<file path="src/hw/pm_status_pkg.sv">
// Constants shared by the power manager status and control logic.
package pm_status_pkg;
  localparam int        ADDR_W          = 8;
  localparam bit [7:0]  OFS_EN_SET      = 8'h00;
  localparam bit [7:0]  OFS_EN_CLR      = 8'h04;
  localparam bit [7:0]  OFS_EN_VIEW     = 8'h08;
  localparam bit [7:0]  OFS_PENDING     = 8'h0C;
  localparam bit [7:0]  OFS_EVT_CLR     = 8'h10;
  localparam bit [7:0]  OFS_STATUS      = 8'h14;
  localparam bit [7:0]  OFS_RST_ORIGIN  = 8'h18;
  localparam bit [7:0]  OFS_BROWNOUT    = 8'h1C;
  localparam bit [7:0]  OFS_RC_TRIM     = 8'h20;
  localparam bit [7:0]  OFS_GCLK_BASE   = 8'h40;
  // Event and status bit positions.
  localparam int        B_PLL0          = 0;
  localparam int        B_PLL1          = 1;
  localparam int        B_CLK_DONE      = 5;
  localparam int        B_GATING        = 6;
  localparam int        B_OSC0          = 7;
  localparam int        B_OSC1          = 8;
  localparam int        B_OSC32         = 9;
  localparam int        B_BOD           = 16;
  localparam bit [31:0] EVT_MASK        = 32'h0001_03E3;
  localparam bit [31:0] RST_ORIGIN_MASK = 32'h0000_039F;
  // Key field and values.
  localparam int        KEY_LSB         = 24;
  localparam bit [7:0]  KEY_FIRST       = 8'h55;
  localparam bit [7:0]  KEY_SECOND      = 8'hAA;
  localparam int        FUSE_DONE_BIT   = 16;
  // Brownout field layout.
  localparam int        BOD_CTRL_LSB    = 8;
  localparam int        BOD_BROWNOUT_HYSTERESIS_BIT    = 6;
  localparam int        BOD_LEVEL_W     = 6;
  localparam bit [1:0]  BOD_ACT_RESET   = 2'h1;
  localparam bit [1:0]  BOD_ACT_ALERT   = 2'h2;
  localparam int        TRIM_W          = 10;
  // Generic clock field layout.
  localparam int        GC_INDEX_BIT    = 0;
  localparam int        GC_TYPE_BIT     = 1;
  localparam int        GC_RUN_BIT      = 2;
  localparam int        GC_APPLY_BIT    = 4;
  localparam int        GC_RATIO_LSB    = 8;
  localparam int        GC_RATIO_W      = 8;
  localparam int        GC_W            = 16;
  localparam int        SETTLE_W        = 4;
  typedef enum logic [0:0] {KEY_IDLE, KEY_ARMED} key_state_e;
endpackage

</file>
<file path="src/hw/power_manager_status_control.sv">
// Power manager event, status, generic clock, reset origin and keyed setup registers.
//
// The placing of the registers and the address-and-strobe port are this design's own decisions.
`timescale 1ns/1ps
module power_manager_status_control
  import pm_status_pkg::*;
#(
  parameter int NUM_GCLK = 4
)(
  // Clock and reset.
  input  wire logic                   clk,
  input  wire logic                   srst,
  // Register port.
  input  wire logic [ADDR_W-1:0]      addr,
  input  wire logic [31:0]            wdata,
  input  wire logic                   wr,
  input  wire logic                   rd,
  output logic [31:0]                 rdata,
  // Analog indicators, asynchronous: pll1, pll0 lock.
  input  wire logic [1:0]             pll_lock_raw,
  input  wire logic                   osc0_ready_raw,
  input  wire logic                   osc1_ready_raw,
  input  wire logic                   osc32_ready_raw,
  input  wire logic                   brownout_raw,
  // PLL settle control, same clock.
  input  wire logic [1:0]             pll_ctrl_written,
  input  wire logic [2*SETTLE_W-1:0]  pll_settle_count,
  input  wire logic                   slow_tick,
  // Clock switch and gating handshakes, same clock.
  input  wire logic                   clock_select_written,
  input  wire logic                   clock_switch_ack,
  input  wire logic                   mask_changed,
  input  wire logic                   mask_applied,
  // Source ticks for generic clocks: osc0, osc1, pll0, pll1.
  input  wire logic [3:0]             src_tick,
  // Reset causes, held during srst.
  input  wire logic [9:0]             reset_cause_in,
  // Fuse loading.
  input  wire logic                   fuse_load,
  input  wire logic [1:0]             fuse_bod_action,
  input  wire logic                   fuse_bod_brownout_hysteresis,
  input  wire logic [BOD_LEVEL_W-1:0] fuse_bod_level,
  input  wire logic [TRIM_W-1:0]      fuse_trim,
  // Outputs.
  output logic [NUM_GCLK-1:0]         gen_clock_tick,
  output logic                        brownout_reset_req,
  output logic                        brownout_alert,
  output logic                        brownout_hysteresis,
  output logic [BOD_LEVEL_W-1:0]      brownout_level,
  output logic [TRIM_W-1:0]           trim_value
);
  if (NUM_GCLK < 1 || NUM_GCLK > 8) begin : g_bad_count
    $error("NUM_GCLK must be 1 to 8");
  end

  ////////////////////////////////////////////////////////////////////////////
  // Synchronisers for asynchronous indicators.
  logic [5:0] raw_s1;
  logic [5:0] raw_s2;
  wire  logic [5:0] raw_in = {brownout_raw, osc32_ready_raw, osc1_ready_raw,
                              osc0_ready_raw, pll_lock_raw};

  always_ff @(posedge clk) begin
    if (srst) begin
      raw_s1 <= '0;
      raw_s2 <= '0;
    end else begin
      raw_s1 <= raw_in;
      raw_s2 <= raw_s1;
    end
  end

  ////////////////////////////////////////////////////////////////////////////
  // PLL settle counters, in slow clock ticks.
  logic [1:0][SETTLE_W-1:0] settle;

  for (genvar p = 0; p < 2; p++) begin : g_pll
    always_ff @(posedge clk) begin
      if (srst) begin
        settle[p] <= '0;
      end else if (pll_ctrl_written[p]) begin
        settle[p] <= pll_settle_count[p*SETTLE_W +: SETTLE_W];
      end else if (slow_tick && settle[p] != '0) begin
        settle[p] <= settle[p] - 1'b1;
      end
    end
  end

  wire logic pll0_locked = raw_s2[0] && settle[0] == '0 && !pll_ctrl_written[0];
  wire logic pll1_locked = raw_s2[1] && settle[1] == '0 && !pll_ctrl_written[1];

  ////////////////////////////////////////////////////////////////////////////
  // Clock switch and gating completion flags.
  logic clock_switch_done;
  logic gating_applied;

  always_ff @(posedge clk) begin
    if (srst) begin
      clock_switch_done <= 1'b1;
      gating_applied    <= 1'b1;
    end else begin
      // A new select write outranks an acknowledge of the previous one.
      if (clock_select_written) begin
        clock_switch_done <= 1'b0;
      end else if (clock_switch_ack) begin
        clock_switch_done <= 1'b1;
      end
      if (mask_changed) begin
        gating_applied <= 1'b0;
      end else if (mask_applied) begin
        gating_applied <= 1'b1;
      end
    end
  end

  ////////////////////////////////////////////////////////////////////////////
  // Keyed brownout and trim registers.
  logic [1:0]             bod_action;
  logic                   bod_fuse_done;
  logic                   trim_fuse_done;
  key_state_e             bod_key;
  key_state_e             trim_key;

  wire logic       brownout_on = bod_action == BOD_ACT_RESET || bod_action == BOD_ACT_ALERT;
  wire logic [7:0] key       = wdata[KEY_LSB +: 8];
  wire logic       wr_bod    = wr && addr == OFS_BROWNOUT;
  wire logic       wr_trim   = wr && addr == OFS_RC_TRIM;
  wire logic       bod_go    = wr_bod && bod_key == KEY_ARMED && key == KEY_SECOND;
  wire logic       trim_go   = wr_trim && trim_key == KEY_ARMED && key == KEY_SECOND;

  always_ff @(posedge clk) begin
    if (srst) begin
      bod_key  <= KEY_IDLE;
      trim_key <= KEY_IDLE;
    end else begin
      // Any write that is not the next key step restarts the sequence.
      if (wr_bod) begin
        bod_key <= (bod_key == KEY_IDLE && key == KEY_FIRST) ? KEY_ARMED : KEY_IDLE;
      end
      if (wr_trim) begin
        trim_key <= (trim_key == KEY_IDLE && key == KEY_FIRST) ? KEY_ARMED : KEY_IDLE;
      end
    end
  end

  // Reset is treated as power-on for fuse reload purposes.
  always_ff @(posedge clk) begin
    if (srst) begin
      bod_action          <= '0;
      brownout_hysteresis <= 1'b0;
      brownout_level      <= '0;
      bod_fuse_done       <= 1'b0;
    end else if (bod_go) begin
      bod_action          <= wdata[BOD_CTRL_LSB +: 2];
      brownout_hysteresis <= wdata[BOD_BROWNOUT_HYSTERESIS_BIT];
      brownout_level      <= wdata[BOD_LEVEL_W-1:0];
      bod_fuse_done       <= wdata[FUSE_DONE_BIT];
    end else if (fuse_load && !bod_fuse_done) begin
      bod_action          <= fuse_bod_action;
      brownout_hysteresis <= fuse_bod_brownout_hysteresis;
      brownout_level      <= fuse_bod_level;
      bod_fuse_done       <= 1'b1;
    end
  end

  always_ff @(posedge clk) begin
    if (srst) begin
      trim_value     <= '0;
      trim_fuse_done <= 1'b0;
    end else if (trim_go) begin
      trim_value     <= wdata[TRIM_W-1:0];
      trim_fuse_done <= wdata[FUSE_DONE_BIT];
    end else if (fuse_load && !trim_fuse_done) begin
      trim_value     <= fuse_trim;
      trim_fuse_done <= 1'b1;
    end
  end

  ////////////////////////////////////////////////////////////////////////////
  // Live status word and pending events.
  logic [31:0] status_q;
  logic [31:0] pending;
  logic [31:0] irq_en;
  wire  logic  bod_detect = raw_s2[5] && brownout_on;
  logic [31:0] status;

  always_comb begin
    status             = '0;
    status[B_PLL0]     = pll0_locked;
    status[B_PLL1]     = pll1_locked;
    status[B_CLK_DONE] = clock_switch_done;
    status[B_GATING]   = gating_applied;
    status[B_OSC0]     = raw_s2[2];
    status[B_OSC1]     = raw_s2[3];
    status[B_OSC32]    = raw_s2[4];
    status[B_BOD]      = bod_detect;
  end

  wire logic [31:0] rise    = status & ~status_q & EVT_MASK;
  wire logic [31:0] clr_req = (wr && addr == OFS_EVT_CLR) ? wdata : '0;
  wire logic [31:0] clr     = clr_req & EVT_MASK & ~(32'h1 << B_CLK_DONE);
  wire logic [31:0] en_set  = (wr && addr == OFS_EN_SET) ? wdata & EVT_MASK : '0;
  wire logic [31:0] en_clr  = (wr && addr == OFS_EN_CLR) ? wdata : '0;

  always_ff @(posedge clk) begin
    if (srst) begin
      status_q <= '0;
      pending  <= '0;
      irq_en   <= '0;
    end else begin
      status_q <= status;
      pending  <= (pending & ~clr) | rise;
      irq_en   <= (irq_en | en_set) & ~en_clr;
    end
  end

  ////////////////////////////////////////////////////////////////////////////
  // Brownout actions.
  always_ff @(posedge clk) begin
    if (srst) begin
      brownout_reset_req <= 1'b0;
      brownout_alert     <= 1'b0;
    end else begin
      brownout_reset_req <= bod_detect && bod_action == BOD_ACT_RESET;
      brownout_alert     <= pending[B_BOD] && irq_en[B_BOD] && bod_action == BOD_ACT_ALERT;
    end
  end

  ////////////////////////////////////////////////////////////////////////////
  // Reset origin, caught while reset is held.
  logic [31:0] reset_origin;

  always_ff @(posedge clk) begin
    if (srst) begin
      reset_origin <= {22'h0, reset_cause_in} & RST_ORIGIN_MASK;
    end
  end

  ////////////////////////////////////////////////////////////////////////////
  // Generic clocks.
  logic [NUM_GCLK-1:0][GC_W-1:0] gclk_setup;
  logic [31:0]                   gclk_rd;

  for (genvar g = 0; g < NUM_GCLK; g++) begin : g_gclk
    wire logic hit = addr == OFS_GCLK_BASE + 8'(4 * g);
    always_ff @(posedge clk) begin
      if (srst) begin
        gclk_setup[g] <= '0;
      end else if (wr && hit) begin
        gclk_setup[g] <= wdata[GC_W-1:0] & 16'hFF17;
      end
    end
    gen_clock_divider u_div (
      .clk               (clk),
      .srst              (srst),
      .src_tick          (src_tick),
      .gen_clock_run     (gclk_setup[g][GC_RUN_BIT]),
      .source_type_pick  (gclk_setup[g][GC_TYPE_BIT]),
      .source_index_pick (gclk_setup[g][GC_INDEX_BIT]),
      .ratio_apply       (gclk_setup[g][GC_APPLY_BIT]),
      .ratio             (gclk_setup[g][GC_RATIO_LSB +: GC_RATIO_W]),
      .gen_tick          (gen_clock_tick[g])
    );
  end

  wire logic [7:0] gidx = 8'(addr - OFS_GCLK_BASE) >> 2;
  wire logic       gsel = addr >= OFS_GCLK_BASE && addr[1:0] == 2'h0 &&
                          gidx < 8'(NUM_GCLK);
  assign gclk_rd = gsel ? {16'h0, gclk_setup[gidx[2:0]]} : '0;

  ////////////////////////////////////////////////////////////////////////////
  // Read port; unmapped and write-only addresses read zero.
  logic [31:0] rd_mux;

  always_comb begin
    unique case (addr)
      OFS_EN_VIEW:    rd_mux = irq_en;
      OFS_PENDING:    rd_mux = pending;
      OFS_STATUS:     rd_mux = status;
      OFS_RST_ORIGIN: rd_mux = reset_origin;
      OFS_BROWNOUT:   rd_mux = {15'h0, bod_fuse_done, 6'h0, bod_action, 1'b0,
                                brownout_hysteresis, brownout_level};
      OFS_RC_TRIM:    rd_mux = {15'h0, trim_fuse_done, 6'h0, trim_value};
      default:        rd_mux = gclk_rd;
    endcase
  end

  always_ff @(posedge clk) begin
    if (srst) begin
      rdata <= '0;
    end else begin
      rdata <= rd ? rd_mux : '0;
    end
  end

  ////////////////////////////////////////////////////////////////////////////
  // Checks.
  property p_rise_sets;
    @(posedge clk) disable iff (srst)
    (!srst && rise != '0) |=> ((pending & $past(rise)) == $past(rise));
  endproperty
  a_rise_sets: assert property (p_rise_sets) else $error("rise did not set pending");

  property p_clear_event;
    @(posedge clk) disable iff (srst)
    (wr && addr == OFS_EVT_CLR && wdata[B_OSC0] && !rise[B_OSC0]) |=> !pending[B_OSC0];
  endproperty
  a_clear_event: assert property (p_clear_event) else $error("clear ignored");

  property p_clk_done_kept;
    @(posedge clk) disable iff (srst)
    (pending[B_CLK_DONE] && clr_req[B_CLK_DONE]) |=> pending[B_CLK_DONE];
  endproperty
  a_clk_done_kept: assert property (p_clk_done_kept) else $error("clock event cleared");

  property p_enable_pair;
    @(posedge clk) disable iff (srst)
    (wr && addr == OFS_EN_SET && wdata[B_PLL0]) |=> irq_en[B_PLL0] ##1
      ($past(en_clr[B_PLL0]) ? !irq_en[B_PLL0] : 1'b1);
  endproperty
  a_enable_pair: assert property (p_enable_pair) else $error("enable not held");

  property p_switch_drop;
    @(posedge clk) disable iff (srst)
    clock_select_written |=> !clock_switch_done ##1
      (!status[B_CLK_DONE] || $past(clock_switch_ack));
  endproperty
  a_switch_drop: assert property (p_switch_drop) else $error("switch flag held");

  property p_gating_drop;
    @(posedge clk) disable iff (srst)
    mask_changed |=> !gating_applied;
  endproperty
  a_gating_drop: assert property (p_gating_drop) else $error("gating flag held");

  property p_lock_wait;
    @(posedge clk) disable iff (srst)
    (pll_ctrl_written[0] && pll_settle_count[SETTLE_W-1:0] != '0) |=> !status[B_PLL0];
  endproperty
  a_lock_wait: assert property (p_lock_wait) else $error("lock too early");

  property p_key_discard;
    @(posedge clk) disable iff (srst)
    (wr_bod && bod_key == KEY_IDLE && !fuse_load) |=> $stable(bod_action) && $stable(brownout_level);
  endproperty
  a_key_discard: assert property (p_key_discard) else $error("unkeyed write applied");

  property p_fuse_once;
    @(posedge clk) disable iff (srst)
    (fuse_load && trim_fuse_done && !trim_go) |=> $stable(trim_value);
  endproperty
  a_fuse_once: assert property (p_fuse_once) else $error("fuse reloaded trim");

  property p_bod_reset;
    @(posedge clk) disable iff (srst)
    brownout_reset_req |-> $past(bod_action) == BOD_ACT_RESET && $past(raw_s2[5]);
  endproperty
  a_bod_reset: assert property (p_bod_reset) else $error("bad brownout reset");

  property p_origin_hold;
    @(posedge clk) disable iff (srst)
    !srst |=> $stable(reset_origin) && (reset_origin & ~RST_ORIGIN_MASK) == '0;
  endproperty
  a_origin_hold: assert property (p_origin_hold) else $error("reset origin moved");
endmodule

</file>
<file path="src/hw/gen_clock_divider.sv">
// One generic clock: source pick, run gate and ratio divider on tick pulses.
`timescale 1ns/1ps
module gen_clock_divider
  import pm_status_pkg::*;
(
  // Clock and reset.
  input  wire logic                  clk,
  input  wire logic                  srst,
  // Source ticks: osc0, osc1, pll0, pll1.
  input  wire logic [3:0]            src_tick,
  // Setup fields.
  input  wire logic                  gen_clock_run,
  input  wire logic                  source_type_pick,
  input  wire logic                  source_index_pick,
  input  wire logic                  ratio_apply,
  input  wire logic [GC_RATIO_W-1:0] ratio,
  // Generated tick.
  output logic                       gen_tick
);
  logic [GC_RATIO_W:0] cnt;
  wire  logic          pick = src_tick[{source_type_pick, source_index_pick}];
  wire  logic [GC_RATIO_W:0] last = {ratio, 1'b1};

  always_ff @(posedge clk) begin
    if (srst || !gen_clock_run) begin
      cnt      <= '0;
      gen_tick <= 1'b0;
    end else if (!pick) begin
      gen_tick <= 1'b0;
    end else if (!ratio_apply) begin
      gen_tick <= 1'b1;
    end else begin
      // Counts 2*(ratio+1) source ticks per output tick.
      gen_tick <= (cnt == last);
      cnt      <= (cnt == last) ? '0 : cnt + 1'b1;
    end
  end
endmodule

</file>
<file path="config.mk">
export PLATFORM = sky130hd
export DESIGN_NAME = power_manager_status_control
export DESIGN_NICKNAME = d
export VERILOG_FILES = /design/src/hw/pm_status_pkg.sv /design/src/hw/power_manager_status_control.sv /design/src/hw/gen_clock_divider.sv
export SDC_FILE = /design/constraint.sdc
export NUM_CORES = 1
export LEC_CHECK = 0
export ABC_AREA = 1
export BUFFER_PORTS_ARGS = -buffer_cell sky130_fd_sc_hd__buf_2
export CORE_MARGIN = 2
export CORE_UTILIZATION = 29
export CTS_CLUSTER_DIAMETER = 50
export DETAILED_ROUTE_END_ITERATION = 8
export SLEW_MARGIN = 20
export SYNTH_ARGS = -nofsm -noshare
export SYNTH_HDL_FRONTEND = slang
export SYNTH_SLANG_ARGS = --single-unit
export TNS_END_PERCENT = 5
</file>
<file path="constraint.sdc">
create_clock -name clk -period 1.5 [get_ports clk]
set_input_delay 0.3 -clock clk [delete_from_list [all_inputs] [get_ports clk]]
set_output_delay 0.3 -clock clk [all_outputs]
set_load 0.02 [all_outputs]
</file>
Word level (Yosys, flattened, before mapping)
Cells that the tools add are included.
- logic and storage cells: 190
- input port bits: 99
- register bits: 247
- output and inout bits: 55
- order comparisons: 7
- multiplexer cells: 45
- equal/unequal tests: 20
- reduce and logical (&&, ||, !) cells: 63
- bitwise logic cells: 15
- add/subtract/negate cells: 7
- operators with widths (kind ; count):
    $pmux W32 S6 ; 1
    $and A32 B32 Y32 ; 2
    $or A32 B17 Y32 ; 2
    $eq A8 B7 Y1 const B ; 5
    $add A9 B1 Y9 const B ; 4
    $eq A9 B9 Y1 ; 4
    $mux W9 ; 4
    $mux W17 ; 2
    $bmux W16 S2 ; 1
    $eq A8 B5 Y1 const B ; 4
    $mux W16 ; 2
    $mux W32 ; 1
    $not A17 Y32 ; 1
    $not A32 Y32 ; 1
    $logic_and A1 B1 Y1 ; 29
    $mux W1 ; 20
    $mux W10 ; 2
    $and A17 B17 Y17 ; 1
    $not A17 Y17 ; 1
    $eq A8 B4 Y1 const B ; 2
    $mux W4 ; 4
    $lt A2 B3 Y1 const B ; 4
    $mux W6 ; 2
    $reduce_bool A2 Y1 ; 6
    other kinds (21) ; 52

Depth between registers and ports, before layout
Gate-level depths: netlist of run 1.
- depth in word-level cells: 6
- gate-level depth with buffers: 11
- gate-level depth less buffers: 10

Hierarchy
A second synthesis of run 1 with hierarchy kept.
- cells, all modules: 1443
- area, all modules: 10134.7 µm²
- modules (own cells, without submodules) (module ; sequential area each (µm²) ; cells an instance ; area an instance (µm²) ; times used):
    power_manager_status_control ; 3743.6 ; 959 ; 7347.0 ; 1
    gen_clock_divider ; 200.2 ; 121 ; 696.9 ; 4

Worst setup path before layout of run 1
OpenSTA, ideal clock, no wires.
- path kind: input port to flip-flop
- from: input port addr[3]
- to: register trim_value[3]
- buffers on the path: 1
- arrival: 1.328 ns
- setup time: 0.128 ns
- setup slack: 0.044 ns
- data required time: 1.372 ns
- stages on the path: 9
- cell sequence: nor2_2 nand3_1 nor2_2 nand3_2 buf_2 nand2_1 nand2_1 nor2_1 nor2_1
- word-level cells in the longest chain between the ends: 5
- elaborated cells on any way between the ends: 6
- classes of those cells: eq/ne (1); mux (1); reduce/logical (4)
- ends and longest elaborated chain (element ; line ; RTL):
    start: declaration ; power_manager_status_control.sv:14 ; input wire logic [ADDR_W-1:0] addr,
    $eq A8 B6 Y1 (*) ; power_manager_status_control.sv:127 ; wire logic wr_trim = wr && addr == OFS_RC_TRIM;
    $logic_and A1 B1 Y1 (*) ; power_manager_status_control.sv:127 ;
    $logic_and A1 B1 Y1 (*) (2 in series) ; power_manager_status_control.sv:129 ; wire logic trim_go = wr_trim && trim_key == KEY_ARMED && key == KEY_SECOND;
    $mux W10 or $reduce_bool A2 Y1 (tied branches) ; - ;
    end signal: assignment ; power_manager_status_control.sv:171 ; trim_value <= wdata[TRIM_W-1:0];
    end signal: assignment ; power_manager_status_control.sv:174 ; trim_value <= fuse_trim;
    end: declaration ; power_manager_status_control.sv:50 ; output logic [TRIM_W-1:0] trim_value
Every way passes the cells marked *; elsewhere a longest branch is shown, timed or not.
A chain may end at the register's enable or synchronous reset.

Worst setup path in the final report of run 1
- from: register trim_value[0]
- to: output port trim_value[0]
No word-level cell between the ends.

==> results of run 1 <==
==> placed cells by master (no fill, tap or decap), drive strengths merged, types with 3 or more instances in the layout <==
master / count
ha: 10
clkinv: 6
xor2: 14
xnor2: 15
nor3: 15
inv: 224
o22ai: 28
dfxtp: 215
bufinv: 6
nand2: 262
a211oi: 3
nor2: 254
buf: 246
a21oi: 105
nand3: 81
o21ai: 121
nand4: 31
a22oi: 7
o211ai: 3
clkbuf: 41
dlygate4sd3: 17
nor3b: 7
edfxtp: 8
==> where the power goes <==
part | internal (uW) | switching [uW] | leakage [uW]
clock network | 5060 | 2810 | 0.000540
registers | 6080 | 77.3 | 0.00182
logic | 381 | 609 | 0.00360
==> cells by family (layout without fill, tap and decap cells) <==
| family | after synthesis | count (layout) | synth area share |
|---|---|---|---|
| compound gates | 272 | 272 | 0.142 |
| buf+inv | 270 | 542 | 0.103 |
| xor+xnor | 29 | 29 | 0.0250 |
| flops | 223 | 223 | 0.446 |
| other cells | 0 | 2 | 0 |
| fa+ha+maj | 10 | 10 | 0.0123 |
| simple gates | 656 | 656 | 0.271 |
==> area by class of cell <==
| type | instances | share of cell area |
|---|---|---|
| Tap cell | 455 | 0.0424 |
| Sequential cell | 223 | 0.339 |
| Multi-Input combinational cell | 967 | 0.344 |
| Antenna cell | 2 | 0.000373 |
| Timing Repair Buffer | 263 | 0.129 |
| Clock inverter | 15 | 0.0185 |
| Clock buffer | 41 | 0.0643 |
| Inverter | 223 | 0.0624 |
==> registers in the layout, indices dropped and copies added (netlist names) <==
| register | count |
|---|---|
| gclk_setup | 48 |
| g_gclk.u_div.cnt | 36 |
| irq_en | 32 |
| rdata | 32 |
| trim_value | 10 |
| pending | 8 |
| reset_origin | 8 |
| settle | 8 |
| status_q | 8 |
| brownout_level | 6 |
| raw_s1 | 6 |
| raw_s2 | 6 |
| g_gclk.u_div.gen_tick | 4 |
| bod_action | 2 |
| bod_fuse_done | 1 |
| bod_key | 1 |
| brownout_alert | 1 |
| brownout_hysteresis | 1 |
| brownout_reset_req | 1 |
| clock_switch_done | 1 |
| gating_applied | 1 |
| trim_fuse_done | 1 |
| trim_key | 1 |
==> per-stage QoR <==
step,utilization,instances
2_1_floorplan,-,1460
3_3_place_gp,0.349,2111
3_5_place_dp,0.349,2111
4_1_cts,0.386,2184
5_1_grt,0.388,2187
6_report,0.389,2189
==> cells in the mapped netlist <==
| cell | number |
|---|---|
| nand2_1 | 258 |
| nor2_1 | 247 |
| inv_1 | 220 |
| dfxtp_1 | 215 |
| o21ai_0 | 121 |
| a21oi_1 | 105 |
| nand3_1 | 79 |
| nand4_1 | 31 |
| o22ai_1 | 28 |
| clkbuf_1 | 23 |
| buf_2 | 15 |
| nor3_1 | 15 |
| xnor2_1 | 15 |
| xor2_1 | 14 |
| ha_1 | 10 |
| edfxtp_1 | 8 |
| a22oi_1 | 7 |
| nor3b_1 | 7 |
| buf_4 | 5 |
| buf_1 | 4 |
| nor2_2 | 4 |
| a211oi_1 | 3 |
| nand2_2 | 3 |
| nor2_4 | 3 |
| o211ai_1 | 3 |
| and2_1 | 2 |
| and3_1 | 2 |
| inv_2 | 2 |
| nand3_2 | 2 |
| a22o_1 | 1 |
| a31oi_1 | 1 |
| clkinv_1 | 1 |
| nand2_4 | 1 |
| nand3b_1 | 1 |
| o2111ai_1 | 1 |
| o21bai_1 | 1 |
| o2bb2ai_1 | 1 |
| or2_2 | 1 |
==> how the worst max path moves through the flow <==
stage / to / slack, ns / cells after the start
after global placement: rdata[6] / -0.34 / 11
final: trim_value[0] / 0.05 / 1
after detailed placement: rdata[6] / -0.36 / 11
after floorplan: trim_value[3] / 0.04 / 9
after CTS: pending[0] / 0.008 / 7
after global routing: settle[3] / -0.02 / 10
==> what timing repair did <==
action / CTS / global route
hold endpoints to repair: 16 / 0
hold buffers: 17 / 0
resized for setup: 0 / 20
setup buffers: 0 / 1
endpoints found under the setup margin: 0 / 23
==> per-layer routing <==
layer	part of all wire	GRT usage
met3	0.091	0.0373
met5	0	0
met4	0.017	0.0367
met2	0.44	0.279
met1	0.46	0.248
==> impl_metrics.tcl, run 1 <==
set metrics [dict create \
    holdCritStartpoint "mask_applied" \
    crit_required_ns 1.20 \
    worstSetupStartpoint "trim_value[0]" \
    nets 1818 \
    numCtsBuffers 31 \
    overflow 0 \
    start_kind "flop" \
    hold_depth 3 \
    peakVddDrop_mv 0.845 \
    coreArea_mm2 0.0345 \
    cp_top_family "flip-flops" \
    path_cells "buf_2" \
    relSlewSlack 0.600 \
    place_worst_setup_slack_ns -0.362 \
    route.vias.total 10411 \
    drt_pass1_iterations 7 \
    clock-skew-final_ns 0.0192 \
    syn_area_mm2 0.0102 \
    r2r_start "gclk_setup[16]" \
    seq_area_mm2 0.00455 \
    multi_input_area_mm2 0.00462 \
    clockRootBuffer "clkbuf_16" \
    cts_buffer_depth 3 \
    die_height_um 191 \
    post-route-cell-area_mm2 0.0134 \
    tritoncts "yes" \
    io_pins 154 \
    nFillCells 3692 \
    die_x_um 191 \
    worst-path-buf-inv 1 \
    start_util 0.295 \
    final.setup.worst_slack_ns 0.0468 \
    drt-total-wl_um 33200 \
    rsz0062_at_grt "yes" \
    fin_crit_ns 1.45 \
    ant_nets 0 \
    clock-sinks 223 \
    syn_avg_cell_area_um2 6.97 \
    p_leak_uw 0.00596 \
    crit_fanout 3 \
    cp-end-kind "primary output" \
    cts_max_level 1 \
    grt_pass1_vias 9627 \
    place_area_mm2 0.0121 \
    drtIter0Drc 776 \
    post_synth_main_area_contributors "dfxtp_1, nand2_1, nor2_1" \
    route.detailed.drc 0 \
    ff2ff_setup_slack_ns 0.09 \
    tns_ns 0 \
    status "complete, no violations" \
    area_delta_synth_final_pct 31.9 \
    grt_max_degree 51 \
    worstHoldPathType "primary input to flop" \
    ys_warn_count 0 \
    tightest_slew_ns 0.600 \
    pwr_density_cell_mw_per_mm2 1120 \
    clk_pin_slew_ns 0.05 \
    ys_seq_elements 223 \
    track_usage 0.177 \
    path_class "flop to primary output" \
    synth_top_area_frac 0.423 \
    grt_pass1_wl_um 51000 \
    crit_slowest_cell "dfxtp_1" \
    slew_viol_final 0 \
    dieArea_mm2 0.0366 \
    min_to "gating_applied" \
    syn_nets 1569 \
    finalHoldViolCount 0 \
    fin_hold_ws_ns 0.0179 \
    rows 68 \
    wire_per_inst_um 15.2 \
    place_hpwl_um 24900 \
    netlist_instances 1460 \
    crit_path_max_incr_delay_ns 0.41 \
    fmax_ghz 0.688 \
    ff2ff_path_depth 9 \
    drive_above_1_share 0.188 \
    antenna_found_initial 1 \
    vias_per_cell 4.76 \
    numPortBuffers 151 \
    yosys.area.top_type "dfxtp_1" \
    maxCapViolCount 0 \
    power_uw 15000 \
    clk_latency_ns 0.56 \
    arrival_ns 1.15 \
    place.gp.congestion 0.930 \
    yosysUniqueCellTypes 38 \
    min_period_over_period 0.969 \
    r2r-end "g_gclk[1].u_div.cnt[2]" \
    yosysSeqAreaShare 0.446 \
    setup_viol 0 \
]
(Power assumes the default switching activity.)
==> run 2, diff against run 1 <==
- RECOVER_POWER: not set -> 100
==> run 2 against run 1 <==
Maximum frequency increased by 0.39%. Via count down 0.55%. Non-clock buffer count unchanged. Largest power group unchanged.
==> impl_metrics.tcl, run 2 (synthesis results as in run 1) <==
set metrics [dict create \
    status "complete, no violations" \
    critical_path_depth 1 \
    start_util 0.295 \
    rows 68 \
    grt_max_degree 51 \
    fin_util 0.385 \
    drtIter0Drc 792 \
    antenna_found_initial 1 \
    crit_slowest_cell "dfxtp_1" \
    reg_top3 "gclk_setup (48), g_gclk.u_div.cnt (36)" \
    grt_pass1_vias 9627 \
    clk_latency_ns 0.56 \
    crit_fanout 3 \
    switchingPower_uw 3490 \
    crit_required_ns 1.20 \
    drive_above_1_share 0.166 \
    relSlewSlack 0.232 \
    p_seq_frac 0.410 \
    clock-sinks 223 \
    route.vias.total 10354 \
    cts_buffer_depth 3 \
    die_height_um 191 \
    overflow 0 \
    numCtsBuffers 31 \
    hold_depth 3 \
    place_hpwl_um 24900 \
    largest_reg_flops 48 \
    ff2ff_path_depth 9 \
    mostFrequentLayoutCells "nand2_1, nor2_1, inv_1" \
    clk_pin_slew_ns 0.05 \
    worst-path-buf-inv 1 \
    dieArea_mm2 0.0366 \
    top_register "gclk_setup" \
    setup_viol 0 \
    cts_max_level 1 \
    arrival_ns 1.15 \
    numPortBuffers 151 \
    fin_crit_ns 1.45 \
    path_class "flop to primary output" \
    cp-end-kind "primary output" \
    coreArea_mm2 0.0345 \
    cp_top_family "flip-flops" \
    io_pins 154 \
    drt_pass1_iterations 6 \
    peakVddDrop_mv 0.848 \
    drt-total-wl_um 33200 \
    tritoncts "yes" \
    fmax_ghz 0.691 \
    clockRootBuffer "clkbuf_16" \
    grt_pass1_wl_um 51000 \
    p_leak_uw 0.00580 \
    layout_commonest_cell "nand2_1" \
    crit_path_max_incr_delay_ns 0.42 \
    slew_viol_final 0 \
    track_usage 0.177 \
    p_sw_frac 0.233 \
    route.detailed.drc 0 \
    wire_per_inst_um 15.2 \
    die_x_um 191 \
    ant_nets 0 \
    tns_ns 0 \
    worstHoldPathType "primary input to flop" \
    start_kind "flop" \
    place.gp.congestion 0.930 \
    pwr_density_cell_mw_per_mm2 1130 \
    vias_per_cell 4.73 \
    path_cells "buf_4" \
    area_delta_synth_final_pct 30.7 \
    clock_power_share 0.525 \
    min_period_over_period 0.965 \
    tightest_slew_ns 1.15 \
    power_frac_comb 0.065 \
    p_int_uw 11500 \
    antenna_cells 0 \
    finalHoldViolCount 0 \
    clock-skew-final_ns 0.0155 \
    rsz0062_at_grt "yes" \
    nFillCells 3731 \
    nets 1818 \
    maxCapViolCount 0 \
]
[run 2: layout make-up]
class,count,area [um2],area share
Timing Repair Buffer,263,1630,0.122
Multi-Input combinational cell,967,4610,0.346
Inverter,223,837,0.0629
Clock buffer,41,863,0.0649
Tap cell,455,569,0.0428
Sequential cell,223,4550,0.342
Clock inverter,15,248,0.0186
[run 2: worst paths after layout]
path / from / end / slack [ns]
max: brownout_level[1] / brownout_level[1] / 0.05
min: mask_applied / gating_applied / 0.02
max reg2reg: gclk_setup[16] / g_gclk[1].u_div.cnt[2] / 0.10
min reg2reg: raw_s1[5] / raw_s2[5] / 0.40
[run 2: layer usage]
metal | GRT usage | wire length (um) | vias up
li1 | - | - | 5177
met5 | 0 | 8 | -
met1 | 0.248 | 15100 | 4729
met4 | 0.0367 | 596 | 2
met3 | 0.0373 | 3090 | 51
met2 | 0.279 | 14400 | 395
[run 2: power groups by stage]
stage	logic [uW]	registers [uW]	clock network, uW
after detailed placement	931	6280	0
after global routing	1090	6160	8320
after global placement	921	6280	0
final	981	6160	7870
after CTS	969	6150	8040
after floorplan	429	6280	0
[run 2: timing repair]
action                                  4_1_cts  5_1_grt
endpoints found under the setup margin        0       23
hold endpoints to repair                     16        0
setup buffers                                 0        1
hold buffers                                 17        0
gates resized for setup                       0       20
[run 2: stage by stage]
step                      instances  setup WS (ns)  power [uW]  hold slack, ns  area (um2)
after CTS                      2184        0.00846       15200          0.0119       13300
after floorplan                1460         0.0445        6710           0.383       10200
after global placement         2111         -0.340        7200           0.389       12100
after detailed placement       2111         -0.362        7210           0.394       12100
final                          2187         0.0524       15000          0.0194       13300
after global routing           2187        -0.0276       15600          0.0294       13300
